**src/logic/cpcs_regs.vh**
```
`ifndef CPCS_REGS_VH
`define CPCS_REGS_VH
// calibration request filter counts (sample clocks)
`define CPCS_CAL_LOW_MIN   16'h0050
`define CPCS_CAL_HIGH_MIN  16'h0050
// power-up calibration delays (sample clocks)
`define CPCS_DLY_SHORT     32'h0000_1000
`define CPCS_DLY_LONG      32'h0004_0000
// calibration phase lengths (sample clocks)
`define CPCS_TERM_CYCLES   16'h0040
`define CPCS_CONV_CYCLES   16'h0100
// delay select pin decode
`define CPCS_SEL_SHORT     2'h0
`define CPCS_SEL_LONG      2'h1
`define CPCS_SEL_FLOAT     2'h2
// data widths
`define CPCS_WORD_W        8
`endif

```
**src/logic/cpcs_sequencer.v**
```verilog
`timescale 1ns/1ps
`include "cpcs_regs.vh"

// How it works
// - calibrate after power-up and on every valid request seen when idle, same procedure except a request with trim disabled in extended mode skips the trim
// - calib_busy is high exactly while a calibration runs
// - forwarded clock stops during calibration unless trim_disable is set in extended mode
// - power-up calibration waits a delay after power applied
// - request pin high at power-up skips power-up calibration
// - request valid after low count then high count; starts after high count
// - on-command calibration trims termination unless trim-disable in extended mode
// - delay select picks one of two power-up delays
// - full power-down at power-up holds the delay counter at zero
// - extended mode ignores delay select for the delay, uses short delay; floating select still enables dual-edge
// - edge select high changes data on rising clock edge, else falling
// - dual-edge mode feeds one input to both converters, one per edge
// - dual-edge demux presents delayed q, delayed i, q, i in parallel
// - dual-edge without demux presents q then i on two buses
// - floating delay select enables dual-edge (on i, or on q if ext_des_q_input in extended mode) and short delay
// - full power-down stops all, q power-down stops q only
// - powered-down channel outputs go high impedance
// - full power-down waits for running calibration to finish
// - full power-down at power-up defers power-up calibration
// - request pin ignored while powered down
// - range from range_select normally, from adjust value in extended mode
module cpcs_sequencer #(
	parameter [31:0] DLY_SHORT = `CPCS_DLY_SHORT,
	parameter [31:0] DLY_LONG  = `CPCS_DLY_LONG
) (
	input  wire                     clk,
	input  wire                     reset,
	input  wire                     cal_request,
	input  wire [1:0]               calib_delay_select,
	input  wire                     full_powerdown,
	input  wire                     q_powerdown,
	input  wire                     clock_edge_select,
	input  wire                     range_select,
	input  wire                     extended_mode,
	input  wire                     trim_disable,
	input  wire                     ext_des_q_input,
	input  wire                     ext_range_value,
	input  wire                     demux_mode,
	input  wire                     sample_valid,
	input  wire [`CPCS_WORD_W-1:0]  conv_i_word,
	input  wire [`CPCS_WORD_W-1:0]  conv_q_word,
	output reg                      calib_busy,
	output reg                      term_trim_active,
	output reg                      clock_run,
	output reg                      data_edge_rising,
	output reg                      des_active,
	output reg                      des_use_q_input,
	output reg                      range_high,
	output reg                      dev_powered_down,
	output reg                      q_channel_off,
	output reg [`CPCS_WORD_W-1:0]   i_bus,
	output reg [`CPCS_WORD_W-1:0]   q_bus,
	output reg [`CPCS_WORD_W-1:0]   i_bus_delayed,
	output reg [`CPCS_WORD_W-1:0]   q_bus_delayed,
	output reg                      i_bus_oe,
	output reg                      q_bus_oe
);

	localparam [4:0] ST_WAIT = 5'h01;
	localparam [4:0] ST_IDLE = 5'h02;
	localparam [4:0] ST_TERM = 5'h04;
	localparam [4:0] ST_CONV = 5'h08;
	localparam [4:0] ST_OFF  = 5'h10;

	// ****************************************
	// input synchronisers
	// ****************************************
	reg       cal_s1_reg, cal_s2_reg;
	reg       pd_s1_reg, pd_s2_reg;
	reg       pdq_s1_reg, pdq_s2_reg;
	reg [1:0] dsel_s1_reg, dsel_s2_reg;

	always @(posedge clk) begin
		cal_s1_reg  <= cal_request;
		cal_s2_reg  <= cal_s1_reg;
		pd_s1_reg   <= full_powerdown;
		pd_s2_reg   <= pd_s1_reg;
		pdq_s1_reg  <= q_powerdown;
		pdq_s2_reg  <= pdq_s1_reg;
		dsel_s1_reg <= calib_delay_select;
		dsel_s2_reg <= dsel_s1_reg;
	end

	// ****************************************
	// functions
	// ****************************************
	function [15:0] sat_inc;
		input [15:0] v;
		begin
			sat_inc = (v == 16'hffff) ? v : v + 16'h0001;
		end
	endfunction

	// last cycle of a counted span
	// shared by the power-up delay and both calibration phases,
	// so every span ends after exactly len counted cycles
	function at_end;
		input [31:0] cnt;
		input [31:0] len;
		begin
			at_end = (cnt + 32'h0000_0001 >= len);
		end
	endfunction

	// ****************************************
	// request filter
	// ****************************************
	reg [15:0] low_cnt_reg;
	reg [15:0] high_cnt_reg;
	reg        armed_reg;
	reg        req_pulse_reg;
	reg        first_reg;
	reg        skip_pwrup_reg;
	reg [4:0]  state_reg;
	wire       busy_now;
	wire       off_now;

	// calibration running in either phase
	assign busy_now = (state_reg == ST_TERM) || (state_reg == ST_CONV);
	// powered down, also while held at power-up
	// a device held down before its first calibration is just as dark
	// as one that entered power-down later, so both count here
	assign off_now  = (state_reg == ST_OFF) || ((state_reg == ST_WAIT) && pd_s2_reg);

	// low count arms, high count fires once
	always @(posedge clk) begin
		if (reset) begin
			low_cnt_reg   <= 16'h0000;
			high_cnt_reg  <= 16'h0000;
			armed_reg     <= 1'b0;
			req_pulse_reg <= 1'b0;
		end else begin
			req_pulse_reg <= 1'b0;
			// activity ignored while powered down
			// counts restart so a request half-seen before power-down
			// cannot complete once the device wakes up again
			if (off_now) begin
				low_cnt_reg  <= 16'h0000;
				high_cnt_reg <= 16'h0000;
				armed_reg    <= 1'b0;
			end else if (!cal_s2_reg) begin
				high_cnt_reg <= 16'h0000;
				low_cnt_reg  <= sat_inc(low_cnt_reg);
				if (sat_inc(low_cnt_reg) >= `CPCS_CAL_LOW_MIN)
					armed_reg <= 1'b1;
			end else begin
				low_cnt_reg  <= 16'h0000;
				high_cnt_reg <= sat_inc(high_cnt_reg);
				if (armed_reg && sat_inc(high_cnt_reg) == `CPCS_CAL_HIGH_MIN) begin
					req_pulse_reg <= 1'b1;
					armed_reg     <= 1'b0;
				end
			end
		end
	end

	// ****************************************
	// power-up delay selection
	// ****************************************
	reg        use_long;
	reg        des_mode;
	reg [31:0] dly_target;

	always @* begin
		des_mode   = extended_mode ? 1'b0 : (dsel_s2_reg == `CPCS_SEL_FLOAT);
		use_long   = !extended_mode && (dsel_s2_reg == `CPCS_SEL_LONG);
		dly_target = use_long ? DLY_LONG : DLY_SHORT;
	end

	// ****************************************
	// calibration sequencer
	// ****************************************
	reg [31:0] dly_cnt_reg;
	reg [15:0] ph_cnt_reg;

	// one procedure for power-up and requests
	always @(posedge clk) begin
		if (reset) begin
			state_reg      <= ST_WAIT;
			dly_cnt_reg    <= 32'h0000_0000;
			ph_cnt_reg     <= 16'h0000;
			first_reg      <= 1'b1;
			skip_pwrup_reg <= 1'b0;
		end else begin
			first_reg <= 1'b0;
			// request pin high at power-up skips
			if (first_reg && cal_s2_reg)
				skip_pwrup_reg <= 1'b1;
			case (state_reg)
				ST_WAIT: begin
					if (first_reg || pd_s2_reg) begin
						dly_cnt_reg <= 32'h0000_0000;
					end else if (skip_pwrup_reg) begin
						state_reg <= ST_IDLE;
					end else if (at_end(dly_cnt_reg, dly_target)) begin
						// delay elapsed, start
						// power-up calibration always trims the termination
						state_reg     <= ST_TERM;
						ph_cnt_reg    <= 16'h0000;
					end else begin
						dly_cnt_reg <= dly_cnt_reg + 32'h0000_0001;
					end
				end
				ST_IDLE: begin
					if (pd_s2_reg) begin
						state_reg <= ST_OFF;
					end else if (req_pulse_reg) begin
						state_reg     <= (extended_mode && trim_disable) ? ST_CONV : ST_TERM;
						ph_cnt_reg    <= 16'h0000;
					end
				end
				ST_TERM: begin
					if (at_end({16'h0000, ph_cnt_reg}, {16'h0000, `CPCS_TERM_CYCLES})) begin
						state_reg  <= ST_CONV;
						ph_cnt_reg <= 16'h0000;
					end else begin
						ph_cnt_reg <= ph_cnt_reg + 16'h0001;
					end
				end
				ST_CONV: begin
					// power-down only after completion
					// a power-down seen mid-run is only honoured here
					if (at_end({16'h0000, ph_cnt_reg}, {16'h0000, `CPCS_CONV_CYCLES})) begin
						state_reg  <= pd_s2_reg ? ST_OFF : ST_IDLE;
						ph_cnt_reg <= 16'h0000;
					end else begin
						ph_cnt_reg <= ph_cnt_reg + 16'h0001;
					end
				end
				ST_OFF: begin
					if (!pd_s2_reg)
						state_reg <= ST_IDLE;
				end
				default: state_reg <= ST_WAIT;
			endcase
		end
	end

	// ****************************************
	// data path and status outputs
	// ****************************************
	reg [`CPCS_WORD_W-1:0] i_prev_reg, q_prev_reg;
	reg                    phase_reg;

	// status mirrors, one register stage behind the sequencer
	always @(posedge clk) begin
		if (reset) begin
			calib_busy       <= 1'b0;
			term_trim_active <= 1'b0;
			clock_run        <= 1'b0;
			data_edge_rising <= 1'b0;
			des_active       <= 1'b0;
			des_use_q_input  <= 1'b0;
			range_high       <= 1'b0;
		end else begin
			calib_busy       <= busy_now;
			term_trim_active <= (state_reg == ST_TERM);
			clock_run        <= !off_now && (!busy_now || (extended_mode && trim_disable));
			data_edge_rising <= clock_edge_select;
			// dual-edge, one input to both converters
			// extended mode takes either input, chosen by ext_des_q_input
			des_active       <= des_mode || (extended_mode && (dsel_s2_reg == `CPCS_SEL_FLOAT));
			des_use_q_input  <= extended_mode && ext_des_q_input;
			range_high       <= extended_mode ? ext_range_value : range_select;
		end
	end

	// ****************************************
	// power state and bus enables
	// ****************************************
	// enables drop together with the power-down flags
	always @(posedge clk) begin
		if (reset) begin
			dev_powered_down <= 1'b0;
			q_channel_off    <= 1'b0;
			i_bus_oe         <= 1'b0;
			q_bus_oe         <= 1'b0;
		end else begin
			dev_powered_down <= off_now;
			q_channel_off    <= off_now || pdq_s2_reg;
			i_bus_oe         <= !off_now;
			q_bus_oe         <= !(off_now || pdq_s2_reg);
		end
	end

	// ****************************************
	// output buses
	// ****************************************
	// word pairs only advance while the device is awake;
	// the receiver must still flush what stood before power-down
	always @(posedge clk) begin
		if (reset) begin
			i_bus         <= {`CPCS_WORD_W{1'b0}};
			q_bus         <= {`CPCS_WORD_W{1'b0}};
			i_bus_delayed <= {`CPCS_WORD_W{1'b0}};
			q_bus_delayed <= {`CPCS_WORD_W{1'b0}};
			i_prev_reg    <= {`CPCS_WORD_W{1'b0}};
			q_prev_reg    <= {`CPCS_WORD_W{1'b0}};
			phase_reg     <= 1'b0;
		end else if (sample_valid && !off_now) begin
			phase_reg <= ~phase_reg;
			if (!demux_mode) begin
				// q then i on two buses
				q_bus <= conv_q_word;
				i_bus <= conv_i_word;
			end else if (phase_reg) begin
				// delayed q, delayed i, q, i
				q_bus_delayed <= q_prev_reg;
				i_bus_delayed <= i_prev_reg;
				q_bus         <= conv_q_word;
				i_bus         <= conv_i_word;
			end else begin
				// first word of a pair waits for its partner
				q_prev_reg <= conv_q_word;
				i_prev_reg <= conv_i_word;
			end
		end
	end

endmodule

```
**config.mk**
```make
export PLATFORM = sky130hd
export DESIGN_NAME = cpcs_sequencer
export DESIGN_NICKNAME = d
export VERILOG_FILES = /design/src/logic/cpcs_sequencer.v
export VERILOG_INCLUDE_DIRS = /design/src /design/src/logic
export SDC_FILE = /design/constraint.sdc
export NUM_CORES = 1
export LEC_CHECK = 0
export BUFFER_PORTS_ARGS = -buffer_cell sky130_fd_sc_hd__buf_2
export CORE_MARGIN = 2
export CORE_UTILIZATION = 59
export DETAILED_ROUTE_END_ITERATION = 12
export HOLD_SLACK_MARGIN = 0.03
export PLACE_DENSITY_LB_ADDON = 0.3
export SLEW_MARGIN = 40
export SYNTH_ARGS = -nofsm -noshare
export SYNTH_HDL_FRONTEND = slang
export SYNTH_SLANG_ARGS = --single-unit
```
**constraint.sdc**
```tcl
create_clock -name clk -period 4.5 [get_ports clk]
set_input_delay 1.125 -clock clk [delete_from_list [all_inputs] [get_ports clk]]
set_output_delay 1.125 -clock clk [all_outputs]
set_load 0.005 [all_outputs]
```
==> metrics.txt, run 1 <==
Setup crit start dly_cnt_reg[0]; CTS tree done; Worst EP required 4.82 ns; # nets final 946; Main synth FF type dfxtp_1; max reg flops 32; number of diodes 0; Post-Syn Nets 889; Crit Path Class flip-flop to flip-flop; DR vias/cell 5.891; die extent in y 114.2 µm; cells after synthesis 851; CP Max Fanout 14; mux contribution to synthesized area 0.02114; most frequent cells in the layout dfxtp_1 (159), nand2_1 (131), a21oi_1 (79), buf_2 (73), nor2_1 (69); Post-synth ARST share 0; Comb pwr share 0.099; fraction of layout cells with a size suffix above 1 0.1466; overall power 3.247 mW; CP Capture Type flip-flop; hold crit path type flip-flop to flip-flop; CORE AREA 11910 µm²; Die Wd 114.2 µm; clock slew seen by the registers of the worst setup and hold paths 0.06 ns; Clock Latency Late Sink 0.43 ns; Slew HR 0.4920; drt wl/cell 14.98 µm; DR pass1 iterations 8; Num CTS Buffers 17; CTS-repair resized insts 0; Port Buffers 73; Hold-fix buffers, CTS 0; Reg power frac 0.458; Storage cell area 3183 µm²; pwr dens 396.2 nW/µm²; Arrival @ worst endpoint 3.95 ns; crit path launch type flip-flop; pre-CTS setup slack 0.7301 ns; Worst Hold Endpoint dsel_s2_reg[0]; Detailed Route WL 16000 µm; Compound-Gate Fraction of Synth Area 0.1656; leading cell type in the layout, fill and taps excluded dfxtp_1; drt drc 0; I/O Pins 74; non-filler cells, final 1068; crit path cell chain ha_1, nand3_1, nor3_1, and3_1, xnor2_1, ha_1, nand3_1, nor4_1, o2111a_1, o311a_4, nor3_4, o21ai_2, a22o_1; ANT nets after route 0; P_sw 0.8112 mW; CTS Root Cell clkbuf_16; LEAKAGE 3.114 nW; outcome finished, final reports clean; Overflow after GRT 0; worst-case clock buffer depth 2; Post-Synth Simple-Gate Area 0.2851; final worst-path setup slack 0.8654 ns; end-of-flow core utilization 0.6880; mapped cell area 7163 µm²; number of synthesized flops with an enable pin 0; vias in the first global route 5600; # setup viols final 0; reg2reg start dly_cnt_reg[0]; Period minus WS final 3.635 ns; Adder-Cell Fraction of Synth Area 0.01223; sequential fraction of the synthesis area 0.4444; Die Area 13040 µm²; initial antenna violation count 0; fillers 983; Slowest-stage cell, CP dfxtp_1; Min-Delay Path Depth 0; Cell variety after synth 74; reg-to-reg critical path endpoint dly_cnt_reg[1]; switching share of power 0.2498; max-cap check violation count 0; pin count of the biggest net entering global routing 42; Syn-to-layout area delta 14.41%; register-to-register path setup slack 0.87 ns; HP Start dsel_s1_reg[0]; maximum VDD drop 395.5 µV; max-slew violations 0; worst-margin pin slew 0.7551 ns; GPL Wtd Cong 0.8940; RSZ-0062 raised after global routing false; Final period util 0.8077; main combinational cell family by area after synthesis simple AND/OR/NAND/NOR gates; vias post-DR 6292; area occupied by multi-input gates 3756 µm²; clock skew after layout 0.007284 ns; #FFs+latches synth 159; violation count after the first detailed-route iteration 439; row count 40; CP peak stage delay 0.40 ns; Peak Freq 0.2751 GHz; Starting Density 0.6014; GRT Resource Usage Total 0.2536; H-tree lvl count 4; global-route wire length before repair 26820 µm; Post-CTS Setup Bufs 0; setup_tns 0 ns; Yosys Warn Count 0; XOR/XNOR share of the synthesized area 0.03913; placed insts 1036; Post-Syn Area per Cell 8.417 µm²; Worst Reg-to-Reg Cells 13; Cell Int Power 2.436 mW; final hold violation count 0; DP HPWL 10820 µm; CTS sink cnt 159; clock group share of total power 0.443
## metrics by stage
step	area (µm²)	hold slack [ns]
2_1_floorplan	7163	0.3096
3_3_place_gp	7589	0.3097
3_5_place_dp	7597	0.3132
4_1_cts	8195	0.3267
5_1_grt	8195	0.3339
6_report	8195	0.3241
## per-layer routing
metal,wire (µm),global-route usage,up-vias
met4,302,0.09512,0
li1,-,-,3162
met3,901,0.04923,27
met2,7275,0.3897,197
met1,7517,0.3552,2906
met5,0,0,-
## logic make-up (layout without fill, tap and decap cells)
kind of cell | count (synthesis) | in the layout
AO/OA/AOI/OAI | 183 | 183
XOR/XNOR | 32 | 32
adder cells (fa/ha/maj) | 7 | 7
buffers and inverters | 57 | 127
flip-flops | 159 | 159
multiplexers | 15 | 15
AND/OR/NAND/NOR | 398 | 398
## cell type report
class                           instances  area share
Multi-Input combinational cell        635      0.4583
Tap cell                              147     0.02244
Inverter                               15    0.006870
Clock buffer                           21     0.05740
Clock inverter                         11     0.01557
Sequential cell                       159      0.3884
Timing Repair Buffer                   80     0.05099
## critical path, delay by kind of cell, from the launching register on
family                     cells  cell delay [ns]
and+or+nand+nor                6             1.43
AOI/OAI and AO/OA              4             1.03
adders and majority gates      2             0.52
DFF                            1             0.40
xor gates and xnor gates       1             0.14
## synthesized netlist by cell type, types with 6 or more instances
cell	n	area (µm²)
dfxtp_1	159	3183
nand2_1	131	491.7
a21oi_1	79	395.4
nor2_1	69	259.0
nand3_1	32	160.2
clkbuf_1	31	116.4
and2_1	27	168.9
nor3_1	27	135.1
o21ai_0	23	115.1
a31oi_1	21	131.4
nand4_1	20	125.1
xnor2_1	19	166.4
and3_1	18	112.6
inv_1	14	52.55
mux2i_1	14	140.1
xor2_1	13	113.9
and4_1	11	96.34
nor4_1	11	68.82
or3_1	11	68.82
a21o_1	8	60.06
nor3b_1	8	60.06
ha_1	7	87.58
a41oi_1	6	52.55
buf_2	6	30.03
nand2b_1	6	37.54
o21ai_1	6	30.03
## power groups by stage
| stage | Combinational (mW) | Sequential, mW | Clock, mW |
|---|---|---|---|
| 3_5_place_dp | 0.316 | 1.52 | 0 |
| 3_3_place_gp | 0.311 | 1.52 | 0 |
| 2_1_floorplan | 0.209 | 1.51 | 0 |
| 5_1_grt | 0.356 | 1.49 | 1.51 |
| 6_report | 0.321 | 1.49 | 1.44 |
| 4_1_cts | 0.319 | 1.49 | 1.46 |
## how the worst max path moves through the flow
| stage | depth (start not counted) | end |
|---|---|---|
| 2_1_floorplan | 9 | state_reg[1] |
| 3_3_place_gp | 10 | dly_cnt_reg[1] |
| 3_5_place_dp | 10 | dly_cnt_reg[1] |
| 4_1_cts | 13 | dly_cnt_reg[1] |
| 5_1_grt | 13 | dly_cnt_reg[1] |
| 6_report | 13 | dly_cnt_reg[1] |
Note: power is estimated with default switching activity, not from simulation.
==> run 2, diff against run 1 <==
--- a/config.mk
+++ b/config.mk
@@ -6,9 +6,10 @@
 export SDC_FILE = /design/constraint.sdc
 export NUM_CORES = 1
 export LEC_CHECK = 0
+export ABC_AREA = 1
 export BUFFER_PORTS_ARGS = -buffer_cell sky130_fd_sc_hd__buf_2
 export CORE_MARGIN = 2
-export CORE_UTILIZATION = 59
+export CORE_UTILIZATION = 54
 export DETAILED_ROUTE_END_ITERATION = 12
 export HOLD_SLACK_MARGIN = 0.03
 export PLACE_DENSITY_LB_ADDON = 0.3
==> constraint.sdc (replaced) <==
create_clock -name clk -period 3.3 [get_ports clk]
set_input_delay 0.825 -clock clk [delete_from_list [all_inputs] [get_ports clk]]
set_output_delay 0.825 -clock clk [all_outputs]
set_load 0.005 [all_outputs]
==> metrics.txt, run 2 <==
outcome finished, final reports clean (unchanged); LEAKAGE 3.747 nW (was 3.114 nW); Post-synth ARST share 0 (unchanged); Starting Density 0.5546 (was 0.6014); setup_tns 0 ns (unchanged); Worst EP required 3.62 ns (was 4.82 ns); placed insts 1381 (was 1036); reg2reg start dly_cnt_reg[1] (was dly_cnt_reg[0]); CTS tree done (unchanged); DR vias/cell 5.247 (was 5.891); hold crit path type flip-flop to flip-flop (unchanged); synth cell count leaders nand2_1 (238), nor2_1 (212), dfxtp_1 (159) (was dfxtp_1 (159), nand2_1 (131), a21oi_1 (79)); CP bufs+invs 3 (was 0); global-route wire length before repair 31300 µm (was 26820 µm); most frequent cells in the layout nand2_1 (238), nor2_1 (212), dfxtp_1 (159), inv_1 (144), nand3_1 (85) (was dfxtp_1 (159), nand2_1 (131), a21oi_1 (79), buf_2 (73), nor2_1 (69)); row count 43 (was 40); CORE AREA 13930 µm² (was 11910 µm²); drt wl/cell 13.17 µm (was 14.98 µm); clock skew after layout 0.01178 ns (was 0.007284 ns); CP Max Fanout 28 (was 14); pin count of the biggest net entering global routing 50 (was 42); final worst-path setup slack 0.2628 ns (was 0.8654 ns); CTS Root Cell clkbuf_16 (unchanged); clock slew seen by the registers of the worst setup and hold paths 0.07 ns (was 0.06 ns); CP Capture Type flip-flop (unchanged); share of the synthesized area in the top cell type 0.4119 (was 0.4444); Arrival @ worst endpoint 3.36 ns (was 3.95 ns); Die Area 15290 µm² (was 13040 µm²); register-to-register path setup slack 0.26 ns (was 0.87 ns); Overflow after GRT 0 (unchanged); max-cap check violation count 0 (unchanged); initial antenna violation count 2 (was 0); Post-Syn Area per Cell 6.721 µm² (was 8.417 µm²); Clock Latency Late Sink 0.43 ns (about the same); I/O Pins 74 (unchanged); reg-to-reg critical path endpoint dly_cnt_reg[8] (was dly_cnt_reg[1]); Setup crit start dly_cnt_reg[1] (was dly_cnt_reg[0]); # setup viols final 0 (unchanged); violation count after the first detailed-route iteration 675 (was 439); CTS sink cnt 159 (unchanged); GRT Resource Usage Total 0.2563 (was 0.2536); worst-case clock buffer depth 2 (unchanged); fraction of layout cells with a size suffix above 1 0.1225 (was 0.1466); Main synth FF type dfxtp_1 (unchanged); RSZ-0062 raised after global routing false (unchanged); max-slew violations 0 (unchanged); ANT nets after route 0 (unchanged); GPL Wtd Cong 0.9126 (was 0.8940); DR pass1 iterations 5 (was 8); most used cell along the critical path nor2_1; sequential fraction of the synthesis area 0.4119 (was 0.4444); worst-margin pin slew 0.8121 ns (was 0.7551 ns); pre-CTS setup slack 0.3306 ns (was 0.7301 ns); DP Area 8252 µm² (was 7597 µm²); crit path cell chain ha_1, nand2_2, nor2_4, nand3_2, nor2_2, xnor2_1, inv_1, ha_1, inv_1, nand3_1, nor2_1, nand4_1, nor2_2, nand3_2, nand2_4, inv_4, nor2_1, nor2_1 (was ha_1, nand3_1, nor3_1, and3_1, xnor2_1, ha_1, nand3_1, nor4_1, o2111a_1, o311a_4, nor3_4, o21ai_2, a22o_1); max reg flops 32 (unchanged); cell taking the most area after synthesis dfxtp_1 (unchanged); pwr dens 604.9 nW/µm² (was 396.2 nW/µm²); Crit Path Class flip-flop to flip-flop (unchanged); Detailed Route WL 18640 µm (was 16000 µm); drt drc 0 (unchanged); Final period util 0.9204 (was 0.8077); vias post-DR 7424 (was 6292); H-tree lvl count 4 (unchanged); Period minus WS final 3.037 ns (was 3.635 ns); #FFs+latches synth 159 (unchanged); maximum VDD drop 468.8 µV (was 395.5 µV); cells after synthesis 1150 (was 851); leading cell type in the layout, fill and taps excluded nand2_1 (was dfxtp_1); Slowest-stage cell, CP dfxtp_1 (unchanged); critical path depth 18 (was 13); non-filler cells, final 1415 (was 1068); CP peak stage delay 0.39 ns (was 0.40 ns); Post-Syn Nets 1188 (was 889); Hold-fix buffers, CTS 0 (unchanged); die extent in y 123.6 µm (was 114.2 µm); Yosys Warn Count 0 (unchanged); Syn-to-layout area delta 14.52% (was 14.41%); Top Family by Delay on Critical Path simple AND/OR/NAND/NOR gates (unchanged); final hold violation count 0 (unchanged); Slew HR 0.4536 (was 0.4920); Die Wd 123.6 µm (was 114.2 µm); end-of-flow core utilization 0.6352 (was 0.6880); most common cell in the synthesized netlist nand2_1 (was dfxtp_1); number of synthesized flops with an enable pin 0 (unchanged); Peak Freq 0.3293 GHz (was 0.2751 GHz); # nets final 1258 (was 946); Num CTS Buffers 17 (unchanged); vias in the first global route 6812 (was 5600); Worst Setup EP dly_cnt_reg[8] (was dly_cnt_reg[1]); synth top area cells dfxtp_1 (41%), nand2_1 (12%), nor2_1 (10%) (was dfxtp_1 (44%), nand2_1 (6.9%), a21oi_1 (5.5%)); crit path launch type flip-flop (unchanged); Cell variety after synth 36 (was 74); Worst Reg-to-Reg Cells 18 (was 13); Port Buffers 73 (unchanged); Final Cell Area 8851 µm² (was 8195 µm²); mapped cell area 7729 µm² (was 7163 µm²); DP HPWL 13260 µm (was 10820 µm)
run 2: layout make-up:
class / count / area, µm²
fill: 1255 / 5084
multi-input combinational: 811 / 3851
sequential: 159 / 3183
inverter: 149 / 561.8
timing repair buffer: 82 / 432.9
clock buffer: 17 / 425.4
tap: 180 / 225.2
clock inverter: 15 / 166.4
antenna: 2 / 5.005
run 2: metrics by stage:
stage,hold WS (ns),power [mW]
finish,0.3282,5.354
global route,0.3356,5.650
CTS,0.3287,5.353
detailed placement,0.3121,3.417
global placement,0.3112,3.393
floorplan,0.3096,3.141
run 2: logic make-up (layout without fill, tap and decap cells):
kind of cell	Yosys count	in the layout	share of synthesized area
and+or+nand+nor	633	633	0.3557
buffers and inverters	180	263	0.08985
DFF	159	159	0.4119
AOI/OAI and AO/OA	135	135	0.09050
xor gates and xnor gates	36	36	0.04080
adders and majority gates	7	7	0.01133
other	0	2	0
run 2: worst register-to-register path, delay by kind of cell (launching register included):
| family | cells | cell delay (ns) |
|---|---|---|
| XOR/XNOR | 1 | 0.17 |
| buffers and inverters | 3 | 0.26 |
| flip-flops | 1 | 0.39 |
| AND/OR/NAND/NOR | 12 | 1.67 |
| adder cells (fa/ha/maj) | 2 | 0.42 |
run 2: power by group:
part / internal [mW] / switching [mW] / leakage, nW / total, mW
registers: 2.10 / 0.131 / 1.30 / 2.23
logic: 0.363 / 0.817 / 2.17 / 1.18
clock network: 1.02 / 0.924 / 0.284 / 1.94
run 2: worst min path at each step:
stage | start | slack (ns) | depth (start not counted) | to
after floorplan | cal_s1_reg | 0.31 | 0 | cal_s2_reg
after global placement | dsel_s1_reg[1] | 0.31 | 0 | dsel_s2_reg[1]
after detailed placement | cal_s1_reg | 0.31 | 0 | cal_s2_reg
after CTS | cal_s1_reg | 0.33 | 0 | cal_s2_reg
after global routing | cal_s1_reg | 0.34 | 0 | cal_s2_reg
final | dsel_s1_reg[0] | 0.33 | 0 | dsel_s2_reg[0]
run 2: what timing repair did:
item | CTS | global route
resized for setup | 0 | 1
endpoints found under the setup margin | 0 | 3
buffers inserted | 0 | 0
run 2: per-layer routing:
layer	vias up	wire length, µm	global-route usage
li1	3805	-	-
met4	0	253	0.07741
met2	206	8779	0.4196
met1	3388	8416	0.3348
met3	25	1186	0.06319
met5	-	0	0
==> run 3, diff against run 2 <==
--- a/config.mk
+++ b/config.mk
@@ -6,10 +6,9 @@
 export SDC_FILE = /design/constraint.sdc
 export NUM_CORES = 1
 export LEC_CHECK = 0
-export ABC_AREA = 1
 export BUFFER_PORTS_ARGS = -buffer_cell sky130_fd_sc_hd__buf_2
 export CORE_MARGIN = 2
-export CORE_UTILIZATION = 54
+export CORE_UTILIZATION = 53
 export DETAILED_ROUTE_END_ITERATION = 12
 export HOLD_SLACK_MARGIN = 0.03
 export PLACE_DENSITY_LB_ADDON = 0.3
==> metrics.txt, run 3 (synthesized netlist as in run 1, its figures left out) <==
outcome finished, final reports clean (unchanged); CP peak stage delay 0.60 ns (was 0.39 ns); H-tree lvl count 4 (unchanged); clock slew seen by the registers of the worst setup and hold paths 0.07 ns (about the same); DP Area 7933 µm² (was 8252 µm²); Port Buffers 73 (unchanged); overall power 4.548 mW (was 5.354 mW); CP bufs+invs 0 (was 3); pwr dens 530.5 nW/µm² (was 604.9 nW/µm²); Starting Density 0.5409 (was 0.5546); crit path launch type flip-flop (unchanged); Arrival @ worst endpoint 3.42 ns (was 3.36 ns); Die Wd 120.3 µm (was 123.6 µm); Period minus WS final 3.124 ns (was 3.037 ns); final hold violation count 0 (unchanged); number of diodes 0 (was 2); global-route wire length before repair 27120 µm (was 31300 µm); Final period util 0.9468 (was 0.9204); Slowest-stage cell, CP or4_1 (was dfxtp_1); DP HPWL 11150 µm (was 13260 µm); Worst EP required 3.59 ns (was 3.62 ns); most frequent cells in the layout dfxtp_1 (159), nand2_1 (131), a21oi_1 (79), buf_2 (73), nor2_1 (69) (was nand2_1 (238), nor2_1 (212), dfxtp_1 (159), inv_1 (144), nand3_1 (85)); die extent in y 120.3 µm (was 123.6 µm); vias in the first global route 5805 (was 6812); CTS sink cnt 159 (unchanged); DR pass1 iterations 5 (unchanged); Top Family by Delay on Critical Path simple AND/OR/NAND/NOR gates (unchanged); final hold slack 0.3257 ns (was 0.3282 ns); Final Cell Area 8572 µm² (was 8851 µm²); pin count of the biggest net entering global routing 72 (was 50); Peak Freq 0.3201 GHz (was 0.3293 GHz); I/O Pins 74 (unchanged); Detailed Route WL 16300 µm (was 18640 µm); Clock Latency Late Sink 0.43 ns (about the same); leading cell type in the layout, fill and taps excluded dfxtp_1 (was nand2_1); max reg flops 32 (unchanged); fraction of layout cells with a size suffix above 1 0.1818 (was 0.1225); CTS tree done (unchanged); max-cap check violation count 0 (unchanged); ANT nets after route 0 (unchanged); # nets final 982 (was 1258); Slew HR 0.5148 (was 0.4536); CORE AREA 13240 µm² (was 13930 µm²); drt drc 0 (unchanged); GPL Wtd Cong 0.9157 (was 0.9126); initial antenna violation count 0 (was 2); clock skew after layout 0.007926 ns (was 0.01178 ns); violation count after the first detailed-route iteration 406 (was 675); max-slew violations 0 (unchanged); CP Capture Type flip-flop (unchanged); # setup viols final 0 (unchanged); worst-case clock buffer depth 2 (unchanged); Num CTS Buffers 17 (unchanged); setup_tns 0 ns (unchanged); Overflow after GRT 0 (unchanged); drt wl/cell 14.39 µm (was 13.17 µm); Die Area 14460 µm² (was 15290 µm²); maximum VDD drop 435.7 µV (was 468.8 µV); row count 42 (was 43); LEAKAGE 3.303 nW (was 3.747 nW); crit path cell chain nand4_2, or4_1, o31a_1, a211oi_2, nand4b_1, or3_4, o21ai_0, a31oi_1 (was ha_1, nand2_2, nor2_4, nand3_2, nor2_2, xnor2_1, inv_1, ha_1, inv_1, nand3_1, nor2_1, nand4_1, nor2_2, nand3_2, nand2_4, inv_4, nor2_1, nor2_1); GRT Resource Usage Total 0.2305 (was 0.2563); DR vias/cell 5.638 (was 5.247); worst-margin pin slew 0.7278 ns (was 0.8121 ns); Post-CTS Setup Bufs 0 (unchanged); hold crit path type flip-flop to flip-flop (unchanged); Crit Path Class flip-flop to flip-flop (unchanged); vias post-DR 6388 (was 7424); Syn-to-layout area delta 19.67% (was 14.52%); Hold-fix buffers, CTS 0 (unchanged); CTS Root Cell clkbuf_16 (unchanged); CP Max Fanout 7 (was 28)
## run 3: cell count changes in the layout (fill, tap and decap cells not counted), moves of 14 or more
cell	delta
nand2_1	-107
nand3_1	-53
buf_4	+31
a31oi_1	+21
nor2_1	-143
o21ai_0	-19
and2_1	+24
mux2i_1	+14
and3_1	+16
inv_1	-130
## run 3: worst register-to-register path: stages, from the launching register on
cell and delay [ns]:
dfxtp_1 0.48, nand4_2 0.21, or4_1 0.60, o31a_1 0.28, a211oi_2 0.43, nand4b_1 0.23
or3_4 0.43, o21ai_0 0.23, a31oi_1 0.11
## run 3: path summary, 6_finish.rpt
kind | startpoint | cells after the start | to | slack, ns
hold / removal | dsel_s1_reg[0] | 0 | dsel_s2_reg[0] | 0.33
setup reg to reg | dly_cnt_reg[15] | 8 | dly_cnt_reg[3] | 0.18
hold reg to reg | dsel_s1_reg[0] | 0 | dsel_s2_reg[0] | 0.33
setup / recovery | dly_cnt_reg[15] | 8 | dly_cnt_reg[3] | 0.18
## run 3: timing repair
item	CTS	global route
setup endpoints to repair	0	42
resized for setup	0	4
hold endpoints to repair	0	0
## run 3: layout make-up
| type | instances | area [µm²] |
|---|---|---|
| fill | 1153 | 4671 |
| multi-input combinational | 635 | 3767 |
| sequential | 159 | 3183 |
| timing repair buffer | 116 | 725.7 |
| clock buffer | 19 | 452.9 |
| tap | 176 | 220.2 |
| clock inverter | 13 | 166.4 |
| inverter | 15 | 56.30 |
## run 3: power by group
| part | internal (mW) | switching, mW |
|---|---|---|
| registers | 1.98 | 0.0401 |
| logic | 0.192 | 0.287 |
| clock network | 1.19 | 0.858 |
| total | 3.36 | 1.19 |
## run 3: per-layer routing
layer  global-route usage  wire length, µm  part of all wire
met1               0.3134             7797              0.48
met2               0.3530             7325              0.45
met3              0.05755              793             0.049
met4              0.09084              384             0.024
met5                    0                0                 0
## run 3: stage by stage
stage,util,worst slack [ns],std cells
floorplan,-,0.1096,851
global placement,0.5990,0.01407,1101
detailed placement,0.5990,-0.004853,1101
CTS,0.6458,0.1209,1133
global route,0.6473,-0.02659,1133
finish,0.6473,0.1755,1133
